$ cat config.mk
export PLATFORM = sky130hd
export DESIGN_NAME = sw_master
export DESIGN_NICKNAME = d
export VERILOG_FILES = /design/src/sw_pkg.sv /design/src/sw_line_sync.sv /design/src/sw_master.sv
export SDC_FILE = /design/constraint.sdc
export NUM_CORES = 1
export LEC_CHECK = 0
export ABC_AREA = 1
export ABC_CLOCK_PERIOD_IN_PS = 3050
export BUFFER_PORTS_ARGS = -buffer_cell sky130_fd_sc_hd__buf_2
export CORE_MARGIN = 2
export CORE_UTILIZATION = 37
export CTS_CLUSTER_SIZE = 10
export DETAILED_ROUTE_END_ITERATION = 10
export PLACE_DENSITY_LB_ADDON = 0.1
export SLEW_MARGIN = 30
export SYNTH_ARGS = -nofsm -noshare
export SYNTH_HDL_FRONTEND = slang
export SYNTH_SLANG_ARGS = --single-unit
export TNS_END_PERCENT = 50
$ cat constraint.sdc
create_clock -name ref_clk_i -period 3.05 [get_ports ref_clk_i]
set_input_delay 0.4575 -clock ref_clk_i [delete_from_list [all_inputs] [get_ports ref_clk_i]]
set_output_delay 0.4575 -clock ref_clk_i [all_outputs]
set_load 0.005 [all_outputs]
$ cat src/sw_pkg.sv
// Constants, register map and types for the single-wire bus master
package sw_pkg;
	localparam int CLK_PERIOD_NS = 40;
	localparam int CW = 16;

	// Least time: round up to whole cycles, never below one
	function automatic int cyc_min(input int ns);
		int c;
		c = (ns + CLK_PERIOD_NS - 1) / CLK_PERIOD_NS;
		return (c < 1) ? 1 : c;
	endfunction : cyc_min

	// Longest time: round down, never below one
	function automatic int cyc_max(input int ns);
		int c;
		c = ns / CLK_PERIOD_NS;
		return (c < 1) ? 1 : c;
	endfunction : cyc_max

	// Line timing in nanoseconds
	localparam int RESET_LOW_NS = 480000;
	localparam int RESET_HOLD_NS = 480000;
	localparam int PRES_SAMPLE_NS = 70000;
	localparam int SLOT_NS = 65000;
	localparam int RECOV_NS = 2000;
	localparam int W1_LOW_NS = 6000;
	localparam int READ_LOW_NS = 2000;
	localparam int READ_SAMPLE_NS = 13000;
	localparam int DATA_VALID_NS = 15000;

	localparam logic [CW-1:0] PRES_CYC = CW'(cyc_min(PRES_SAMPLE_NS));
	localparam logic [CW-1:0] SLOT_CYC = CW'(cyc_min(SLOT_NS));
	localparam logic [CW-1:0] RECOV_CYC = CW'(cyc_min(RECOV_NS));
	localparam logic [CW-1:0] W1_LOW_CYC = CW'(cyc_max(W1_LOW_NS));
	localparam logic [CW-1:0] READ_LOW_CYC = CW'(cyc_min(READ_LOW_NS));
	localparam logic [CW-1:0] SAMPLE_CYC = CW'(cyc_max(READ_SAMPLE_NS));
	localparam logic [CW-1:0] VALID_CYC = CW'(cyc_max(DATA_VALID_NS));

	// Controller register map (byte addresses)
	localparam logic [7:0] REG_CMD = 8'h00;
	localparam logic [7:0] REG_TXDATA = 8'h04;
	localparam logic [7:0] REG_STATUS = 8'h08;
	localparam logic [7:0] REG_RXDATA = 8'h0C;
	localparam logic [7:0] REG_CONFIG = 8'h10;

	// Operation codes in the command register
	localparam logic [2:0] OP_RESET = 3'h1;
	localparam logic [2:0] OP_WR_BYTE = 3'h2;
	localparam logic [2:0] OP_RD_BYTE = 3'h3;
	localparam logic [2:0] OP_WR_BIT = 3'h4;
	localparam logic [2:0] OP_RD_BIT = 3'h5;

	// Status and config field positions
	localparam int STAT_BUSY = 0;
	localparam int STAT_PRESENCE = 1;
	localparam int STAT_INITED = 2;
	localparam int STAT_ERR = 3;
	localparam int STAT_SPU = 4;
	localparam int STAT_PEND = 5;
	localparam int CFG_SPU = 0;

	// Sensor command codes the master tracks
	localparam logic [7:0] ROM_MATCH = 8'h55;
	localparam logic [7:0] CMD_WRITE_MEM = 8'h4E;
	localparam logic [3:0] FUNC_IDX_MATCH = 4'h9;
	localparam logic [3:0] FUNC_IDX_SKIP = 4'h1;
	localparam logic [1:0] WR_MEM_BYTES = 2'h3;
	localparam logic [3:0] IDX_MAX = 4'hF;

	// Sensor working-memory indices of the three writable bytes
	localparam logic [3:0] IDX_UPPER_ALARM = 4'h2;
	localparam logic [3:0] IDX_LOWER_ALARM = 4'h3;
	localparam logic [3:0] IDX_RESOLUTION = 4'h4;

	typedef enum logic [2:0] {
		ST_IDLE = 3'h0,
		ST_RST_LOW = 3'h1,
		ST_RST_WAIT = 3'h3,
		ST_SLOT = 3'h2,
		ST_RECOV = 3'h6
	} sw_state_t;
endpackage : sw_pkg

$ cat src/sw_line_sync.sv
// Three-stage synchroniser with agreement filter for the bus line
module sw_line_sync (
	input wire logic ref_clk_i,
	input wire logic rst_i,
	input wire logic line_i,
	output logic line_o
);
	typedef struct packed {
		logic s1;
		logic s2;
		logic s3;
		logic lvl;
	} sw_sync_t;

	sw_sync_t s;
	sw_sync_t next_s;

	always_comb begin
		next_s = s;
		next_s.s1 = line_i;
		next_s.s2 = s.s1;
		next_s.s3 = s.s2;
		// A change counts once the second and third stage agree
		if (s.s2 == s.s3) begin
			next_s.lvl = s.s3;
		end
	end

	always_ff @(posedge ref_clk_i) begin
		if (rst_i) begin
			s <= '{s1: 1'b1, s2: 1'b1, s3: 1'b1, lvl: 1'b1};
		end else begin
			s <= next_s;
		end
	end

	assign line_o = s.lvl;
endmodule : sw_line_sync

$ cat src/sw_master.sv
// Single-wire bus master: reset/presence, write and read slots, register port
//
// Added by the designer: the plain strobed port.
module sw_master import sw_pkg::*; #(
	parameter int RST_LOW_CYC = cyc_min(RESET_LOW_NS),
	parameter int RST_HOLD_CYC = cyc_min(RESET_HOLD_NS)
) (
	input wire logic ref_clk_i,
	input wire logic rst_i,
	input wire logic [7:0] addr_i,
	input wire logic [31:0] wdata_i,
	input wire logic wr_i,
	input wire logic rd_i,
	output logic [31:0] rdata_o,
	input wire logic line_i,
	output logic line_o,
	output logic line_oe_o,
	output logic strong_pullup_o
);
	if (RST_LOW_CYC < cyc_min(RESET_LOW_NS) || RST_LOW_CYC >= 65536 ||
		RST_HOLD_CYC <= int'(PRES_CYC) + 1 || RST_HOLD_CYC >= 65536) begin : g_bad_param
		$error("sw_master: reset counts out of range");
	end

	typedef struct packed {
		sw_state_t st;
		logic [CW-1:0] cnt;
		logic [CW-1:0] oe_run;
		logic [2:0] nbits;
		logic is_rd;
		logic is_byte;
		logic [7:0] txb;
		logic [7:0] shreg;
		logic [7:0] rxsh;
		logic [7:0] txdata;
		logic [7:0] rxdata;
		logic presence;
		logic inited;
		logic err;
		logic spu_req;
		logic spu;
		logic drive;
		logic lvl;
		logic match;
		logic [3:0] byte_idx;
		logic [1:0] wr_pend;
		logic [31:0] rdata;
	} sw_regs_t;

	sw_regs_t s;
	sw_regs_t next_s;
	logic line_s;
	logic cmd_wr;
	logic [2:0] op;
	logic [CW-1:0] low_len;
	logic set_err;

	sw_line_sync u_sync (
		.ref_clk_i(ref_clk_i),
		.rst_i(rst_i),
		.line_i(line_i),
		.line_o(line_s)
	);

	assign cmd_wr = wr_i && (addr_i == REG_CMD);
	assign op = wdata_i[2:0];
	// slot low time, short read opening
	assign low_len = s.is_rd ? READ_LOW_CYC : (s.shreg[0] ? W1_LOW_CYC : SLOT_CYC);

	always_comb begin
		next_s = s;
		set_err = 1'b0;
		next_s.rdata = '0;
		next_s.oe_run = s.drive ? ((s.oe_run == '1) ? s.oe_run : s.oe_run + CW'(1)) : '0;

		// Register writes
		if (wr_i) begin
			if (addr_i == REG_TXDATA) begin
				next_s.txdata = wdata_i[7:0];
			end else if (addr_i == REG_CONFIG) begin
				next_s.spu_req = wdata_i[CFG_SPU];
			end else if (addr_i == REG_STATUS && wdata_i[STAT_ERR]) begin
				next_s.err = 1'b0;
			end
		end

		// Register reads, answered in the next cycle
		if (rd_i) begin
			if (addr_i == REG_TXDATA) begin
				next_s.rdata = {24'h000000, s.txdata};
			end else if (addr_i == REG_STATUS) begin
				next_s.rdata[STAT_BUSY] = (s.st != ST_IDLE);
				next_s.rdata[STAT_PRESENCE] = s.presence;
				next_s.rdata[STAT_INITED] = s.inited;
				next_s.rdata[STAT_ERR] = s.err;
				next_s.rdata[STAT_SPU] = s.spu;
				next_s.rdata[STAT_PEND] = (s.wr_pend != 2'h0);
			end else if (addr_i == REG_RXDATA) begin
				next_s.rdata = {24'h000000, s.rxdata};
			end else if (addr_i == REG_CONFIG) begin
				next_s.rdata[CFG_SPU] = s.spu_req;
			end
		end

		case (s.st)
			ST_RST_LOW: begin
				next_s.cnt = s.cnt + CW'(1);
				if (s.cnt == CW'(RST_LOW_CYC - 1)) begin
					next_s.drive = 1'b0;
					next_s.cnt = '0;
					next_s.st = ST_RST_WAIT;
				end
			end
			ST_RST_WAIT: begin
				next_s.cnt = s.cnt + CW'(1);
				if (s.cnt == PRES_CYC) begin
					next_s.presence = !line_s;
				end
				if (s.cnt == CW'(RST_HOLD_CYC - 1)) begin
					next_s.st = ST_IDLE;
					next_s.inited = s.presence;
				end
			end
			ST_SLOT: begin
				next_s.cnt = s.cnt + CW'(1);
				if (s.cnt == low_len - CW'(1)) begin
					next_s.drive = 1'b0;
				end
				if (s.is_rd && s.cnt == SAMPLE_CYC) begin
					next_s.rxsh = {line_s, s.rxsh[7:1]};
				end
				if (s.cnt == SLOT_CYC - CW'(1)) begin
					next_s.st = ST_RECOV;
					next_s.cnt = '0;
					next_s.drive = 1'b0;
					next_s.shreg = {1'b0, s.shreg[7:1]};
				end
			end
			ST_RECOV: begin
				next_s.cnt = s.cnt + CW'(1);
				if (s.cnt == RECOV_CYC - CW'(1)) begin
					next_s.cnt = '0;
					if (s.nbits != 3'h0) begin
						next_s.nbits = s.nbits - 3'h1;
						next_s.st = ST_SLOT;
						next_s.drive = 1'b1;
					end else begin
						next_s.st = ST_IDLE;
						// single status bit lands in bit 0
						next_s.rxdata = s.is_byte ? s.rxsh : {7'h00, s.rxsh[7]};
						if (s.is_byte && !s.is_rd) begin
							if (s.wr_pend != 2'h0) begin
								next_s.wr_pend = s.wr_pend - 2'h1;
							end else if (s.byte_idx == 4'h0) begin
								next_s.match = (s.txb == ROM_MATCH);
							end else if (s.byte_idx == (s.match ? FUNC_IDX_MATCH : FUNC_IDX_SKIP)
								&& s.txb == CMD_WRITE_MEM) begin
								next_s.wr_pend = WR_MEM_BYTES;
							end
							if (s.byte_idx != IDX_MAX) begin
								next_s.byte_idx = s.byte_idx + 4'h1;
							end
						end
					end
				end
			end
			default: begin
				next_s.cnt = '0;
			end
		endcase

		// Command start; a reset may cut a transfer short unless a memory write is pending or the pull-up is requested
		if (cmd_wr) begin
			if (op == OP_RESET) begin
				// refuse reset while pull-up or pending write
				if (s.spu_req || s.spu || s.wr_pend != 2'h0) begin
					set_err = 1'b1;
				end else begin
					next_s.st = ST_RST_LOW;
					next_s.cnt = '0;
					next_s.drive = 1'b1;
					next_s.presence = 1'b0;
					next_s.inited = 1'b0;
					next_s.byte_idx = 4'h0;
					next_s.match = 1'b0;
				end
			end else if (op >= OP_WR_BYTE && op <= OP_RD_BIT) begin
				// slots only after init, never under pull-up
				if (!s.inited || s.spu_req || s.spu || s.st != ST_IDLE) begin
					set_err = 1'b1;
				end else begin
					next_s.st = ST_SLOT;
					next_s.cnt = '0;
					next_s.drive = 1'b1;
					next_s.is_rd = (op == OP_RD_BYTE) || (op == OP_RD_BIT);
					next_s.is_byte = (op == OP_WR_BYTE) || (op == OP_RD_BYTE);
					next_s.nbits = next_s.is_byte ? 3'h7 : 3'h0;
					next_s.shreg = s.txdata;
					next_s.txb = s.txdata;
					next_s.rxsh = 8'h00;
				end
			end
		end

		// strong pull-up only with the line quiet
		next_s.spu = next_s.spu_req && (next_s.st == ST_IDLE) && !next_s.drive;
		next_s.lvl = !next_s.drive;
		if (set_err) begin
			next_s.err = 1'b1;
		end
	end

	always_ff @(posedge ref_clk_i) begin
		if (rst_i) begin
			s <= '0;
			s.st <= ST_IDLE;
			s.lvl <= 1'b1;
		end else begin
			s <= next_s;
		end
	end

	assign rdata_o = s.rdata;
	assign line_o = s.lvl;
	assign line_oe_o = s.drive;
	assign strong_pullup_o = s.spu;
endmodule : sw_master

# Word-level counts from Yosys, hierarchy flattened
# Cells that the tools add are included.
# totals
input_bits,45
wordCells,172
regBits,114
# classes
n_addsub,5
mux,74
n_bitwise,4
eq_ne,26
n_lt_le_gt_ge,2
n_reduce_logical,35
# ops
cell,n
$mux W19,8
$mux W29,4
$pmux W16 S4,1
$mux W7,5
$eq A16 B11 Y1 const B,2
$mux W8,4
$mux W1,25
$mux W11,2
$mux W2,11
$add A16 B1 Y16 const B,1
$eq A16 B14 Y1 const B,1
$eq A16 B16 Y1,1
$eq A16 B6 Y1 const B,1
$eq A16 B9 Y1 const B,1
$eq A8 B4 Y1 const B,2
$eq A8 B7 Y1 const B,2
$mux W16,1
$mux W3,5
$mux W5,3
$eq A3 B2 Y1 const B,4
$pmux W3 S4,1
$sub A11 B1 Y12 const B,1
$eq A8 B3 Y1 const B,1
$eq A8 B5 Y1 const B,1
other kinds (29),58

# Longest topological paths before layout
# depth
depth_word,13
ltp_mapped,15
ltp_nobuf,15

# Hierarchy
# Synthesis repeated with hierarchy kept, for this count alone.
# unflattened
hier_cells,694
hier_area_um2,4941.0
# by_module_without_submodules
module,area_each_um2,cells_each,n_inst,seq_area_each_um2
sw_master,4812.1,679,1,1721.7
sw_line_sync,128.9,15,1,80.1

# Worst setup path after synthesis
# OpenSTA, ideal clock, no wires.
# synth_path
path_kind,reg2reg
from,reg s[107] in the netlist's numbering
to,reg s[111] in the netlist's numbering
required_time_ns,2.934
path_buffers,1
stages_incl_launch_ff,10
slack_ns,1.351
synth_period_minus_slack_ns,1.699
t_arrival_ns,1.583
setup_ns,0.116
cell_sequence,dfxtp_1 ha_1 nand3_1 nor2_2 nand2_1 nand2_1 nand3b_2 o21ai_4 buf_6 nor2_2
# synth_between
elab_chain_len,7
# synth_rtl
element,line,source
from (decl),sw_master.sv:50,sw_regs_t s;
from (signal assigned),sw_master.sv:219,s <= next_s;
"$add A16 B1 Y16, or another cell as far along",--,
"$mux W19, on equally long branches","sw_master.sv:141, sw_master.sv:108, sw_master.sv:132",
$pmux W16 S4 (*),sw_master.sv:105,case (s.st)
$mux W19,sw_master.sv:189,if (!s.inited || s.spu_req || s.spu || s.st != ST_IDLE) begin
$mux W19,sw_master.sv:187,end else if (op >= OP_WR_BYTE && op <= OP_RD_BIT) begin
$mux W19,sw_master.sv:174,if (op == OP_RESET) begin
$mux W19 (*),sw_master.sv:173,if (cmd_wr) begin
# Every way passes the cells marked *; elsewhere a longest branch is shown, timed or not.
# A chain may end at the register's enable or synchronous reset.

# Worst setup path after layout
# layout_path
from,reg s[87] in the netlist's numbering
to,"reg s, in the netlist strong_pullup_o"
# layout_between
elab_chain_len,12
# layout_rtl
element,line,source
$mux W11 (*),sw_master.sv:68,assign low_len = s.is_rd ? READ_LOW_CYC : (s.shreg[0] ? W1_LOW_CYC : SLOT_CYC);
$sub A11 B1 Y12 (*),sw_master.sv:126,if (s.cnt == low_len - CW'(1)) begin
$eq A16 B16 Y1 (*),sw_master.sv:126,
$mux W1 (*),sw_master.sv:126,
$mux W1 (*),sw_master.sv:132,if (s.cnt == SLOT_CYC - CW'(1)) begin
$pmux W1 S3 (*),sw_master.sv:105,
$mux W1,sw_master.sv:189,
$mux W1,sw_master.sv:187,
$mux W1,sw_master.sv:174,
$mux W1 (*),sw_master.sv:173,
$logic_not A1 Y1 (*),sw_master.sv:206,next_s.spu = next_s.spu_req && (next_s.st == ST_IDLE) && !next_s.drive;
$logic_and A1 B1 Y1 (*),sw_master.sv:206,
# Marks and branches as above.

==> impl_metrics.env <==
export IMPL_drtAntennaViolNets=0
export IMPL_vias=4071
export IMPL_rsz0062_at_grt="no"
export IMPL_grt_max_degree=23
export IMPL_worst_pin_slew_ns=0.680
export IMPL_critPathCaptureType="flip-flop"
export IMPL_hold_path_depth=2
export IMPL_min_from="line_i"
export IMPL_nFillCells=1337
export IMPL_routed_wl_mm=11.2
export IMPL_timing_rr_start="s[87]"
export IMPL_regToRegSetupSlack_ns=0.87
export IMPL_finalMaxSlewViolations=0
export IMPL_critPathRequiredTime_ns=3.33
export IMPL_clockBufferDepth=2
export IMPL_ios=80
export IMPL_synth_flop_cell="dfxtp_1"
export IMPL_setup_tns_ns=0
export IMPL_setup_viol=0
export IMPL_grt_use_met2_pct=27.1
export IMPL_via_per_inst=4.67
export IMPL_skew_ns=0.00703
export IMPL_postSynthRegisterBits=90
export IMPL_track_usage_pct=17.1
export IMPL_cts_hold_buf=0
export IMPL_synth_area_per_cell_sq_um=7.15
export IMPL_place_hpwl_mm=8.77
export IMPL_post_cts_setup_buffers=0
export IMPL_yosysWarnings=0
export IMPL_setup_worst_path_start_class="flip-flop"
export IMPL_core_area_sq_mm=0.0127
export IMPL_start_util_pct=38.1
export IMPL_path_clk_slew_ns=0.06
export IMPL_cts_max_level=3
export IMPL_hold_class="primary input to flip-flop"
export IMPL_cts_root_buf="clkbuf_16"
export IMPL_hold_viol_final=0
export IMPL_nNetsFinal=752
export IMPL_grt_busiest_layer="met2"
export IMPL_syn_inst=676
export IMPL_grt_pass1_vias=3850
export IMPL_path_max_fanout=6
export IMPL_r2r_end="strong_pullup_o"
export IMPL_met3_usage_pct=3.23
export IMPL_antenna_found_initial=0
export IMPL_finalPower_mw=2.57
export IMPL_clock_latency_ns=0.34
export IMPL_dr_first_iter_drc_count=313
export IMPL_die_area_sq_mm=0.0140
export IMPL_drive_above_1_share_pct=13.1
export IMPL_p_leak_nw=2.36
export IMPL_finalCritPeriodShare_pct=71.3
export IMPL_irDropWorstVdd_uv=225
export IMPL_ys_seq_area_share_pct=37.3
export IMPL_grt_use_met1_pct=23.1
export IMPL_final_common_cell="nand2_1"
export IMPL_async_flop_share_pct=0
export IMPL_cts_tree="built"
export IMPL_overflow=0
export IMPL_maxCapViolCount=0
export IMPL_fp_dieW_um=118
export IMPL_drtPass1Iterations=4
export IMPL_numCtsBuffers=9
export IMPL_slew_headroom_pct=54.6
export IMPL_rows=41
export IMPL_synth_enable_flop_cells=0
export IMPL_worstRegToRegCells=15
export IMPL_cts_resized=0
export IMPL_hold_slack_ns=0.296
export IMPL_worstPathArrival_ns=2.45
export IMPL_fmaxAchievable_ghz=0.460
export IMPL_critPathKind="flip-flop to flip-flop"
export IMPL_grt_pass1_wl_mm=19.3
export IMPL_die_y_um=118
export IMPL_final_cell_mix="nand2_1 (128), inv_1 (96), dfxtp_1 (90)"
export IMPL_synth_cell_type_count=42
export IMPL_diodes=0
export IMPL_fin_crit_ns=2.18
export IMPL_clkSinkCount=90
export IMPL_globalplace_congestion=0.884
export IMPL_area_delta_synth_final_pct=10.2
export IMPL_power_density_mw_per_mm2=484
export IMPL_drc=0
export IMPL_status="complete, no violations"
export IMPL_synth_cell_area_sq_mm=0.00483
export IMPL_port_buffers=31
export IMPL_wl_per_cell_um=12.9
export IMPL_hold_path_endpoint="u_sync.next_s[2]"
flip-flops by register name, summed over array words and instances, names as in the netlist:
name and flops:
line_o 1, line_oe_o 1, rdata_o 8, s 75
strong_pullup_o 1, u_sync.line_o 1, u_sync.next_s 2, u_sync.s 1
cell usage after synthesis, types with 3 or more instances:
master,n,area [sq um]
a21oi_1,34,170
o21ai_0,40,200
or2_2,3,18.8
nor3_1,10,50.1
buf_4,35,263
nor3_2,3,30.0
xor2_1,13,114
nand3_2,4,40.0
nand2_2,5,31.3
dfxtp_1,90,1800
inv_2,4,15.0
nand3_1,37,185
nand2_1,128,480
buf_6,3,33.8
ha_1,11,138
inv_1,96,360
a22oi_1,7,52.6
nor2_2,17,106
nor2_1,80,300
buf_2,3,15.0
clkbuf_1,5,18.8
o211ai_1,7,52.6
nand4_1,17,106
logic make-up (layout without fill, tap and decap cells):
group	Yosys count	count (layout)	synth area share [%]
adders and majority gates	11	11	2.85
AOI/OAI and AO/OA	98	98	11.5
buffers and inverters	146	147	14.6
other	1	24	0.0776
and+or+nand+nor	315	315	31.0
DFF	90	90	37.3
xor gates and xnor gates	15	15	2.72
worst max-delay path: stages, from the launching register on:
cell     delay (ns)
dfxtp_1        0.49
inv_1          0.19
nand2_1        0.20
inv_1          0.06
ha_1           0.28
nand2_1        0.07
o21ai_0        0.07
nor2_1         0.09
nand2_1        0.06
nor2_1         0.11
nand3_1        0.09
nand2_1        0.08
nand2_1        0.08
nand2_1        0.08
nand2_1        0.07
nor2_1         0.09
cell type report:
type / instances / area (sq um) / share of cell area (%)
multi-input cells: 463 / 2410 / 45.3
flip-flops and latches: 90 / 1800 / 33.9
inverters: 100 / 375 / 7.05
clock buffers: 10 / 229 / 4.30
well taps: 172 / 215 / 4.04
repair buffers: 32 / 163 / 3.06
clock inverters: 5 / 128 / 2.40
power breakdown:
part / switching (mW) / internal, mW
clock: 0.447 / 0.879
combinational: 0.0495 / 0.0196
sequential: 0.00179 / 1.18
layer usage:
metal	up-vias	wire, um
li1	2148	-
met5	-	0
met1	1826	5550
met3	12	430
met2	85	5110
met4	0	164
per-stage QoR:
stage,worst slack [ns],instances,util (%),area (sq um)
4_1_cts,0.828,872,42.0,5320
5_1_grt,0.549,872,42.0,5320
2_1_floorplan,1.35,699,-,4920
6_report,0.874,872,42.0,5320
3_5_place_dp,0.757,857,39.2,4960
3_3_place_gp,0.793,857,39.2,4960
worst max path at each step:
stage	startpoint	to	slack, ns
after detailed placement	addr_i[7]	s[57]	0.76
after global routing	s[87]	strong_pullup_o	0.55
final	s[87]	strong_pullup_o	0.87
after floorplan	s[107]	s[111]	1.35
after CTS	s[87]	strong_pullup_o	0.83
after global placement	addr_i[7]	s[57]	0.79
Note: power is estimated with default switching activity, not from simulation.
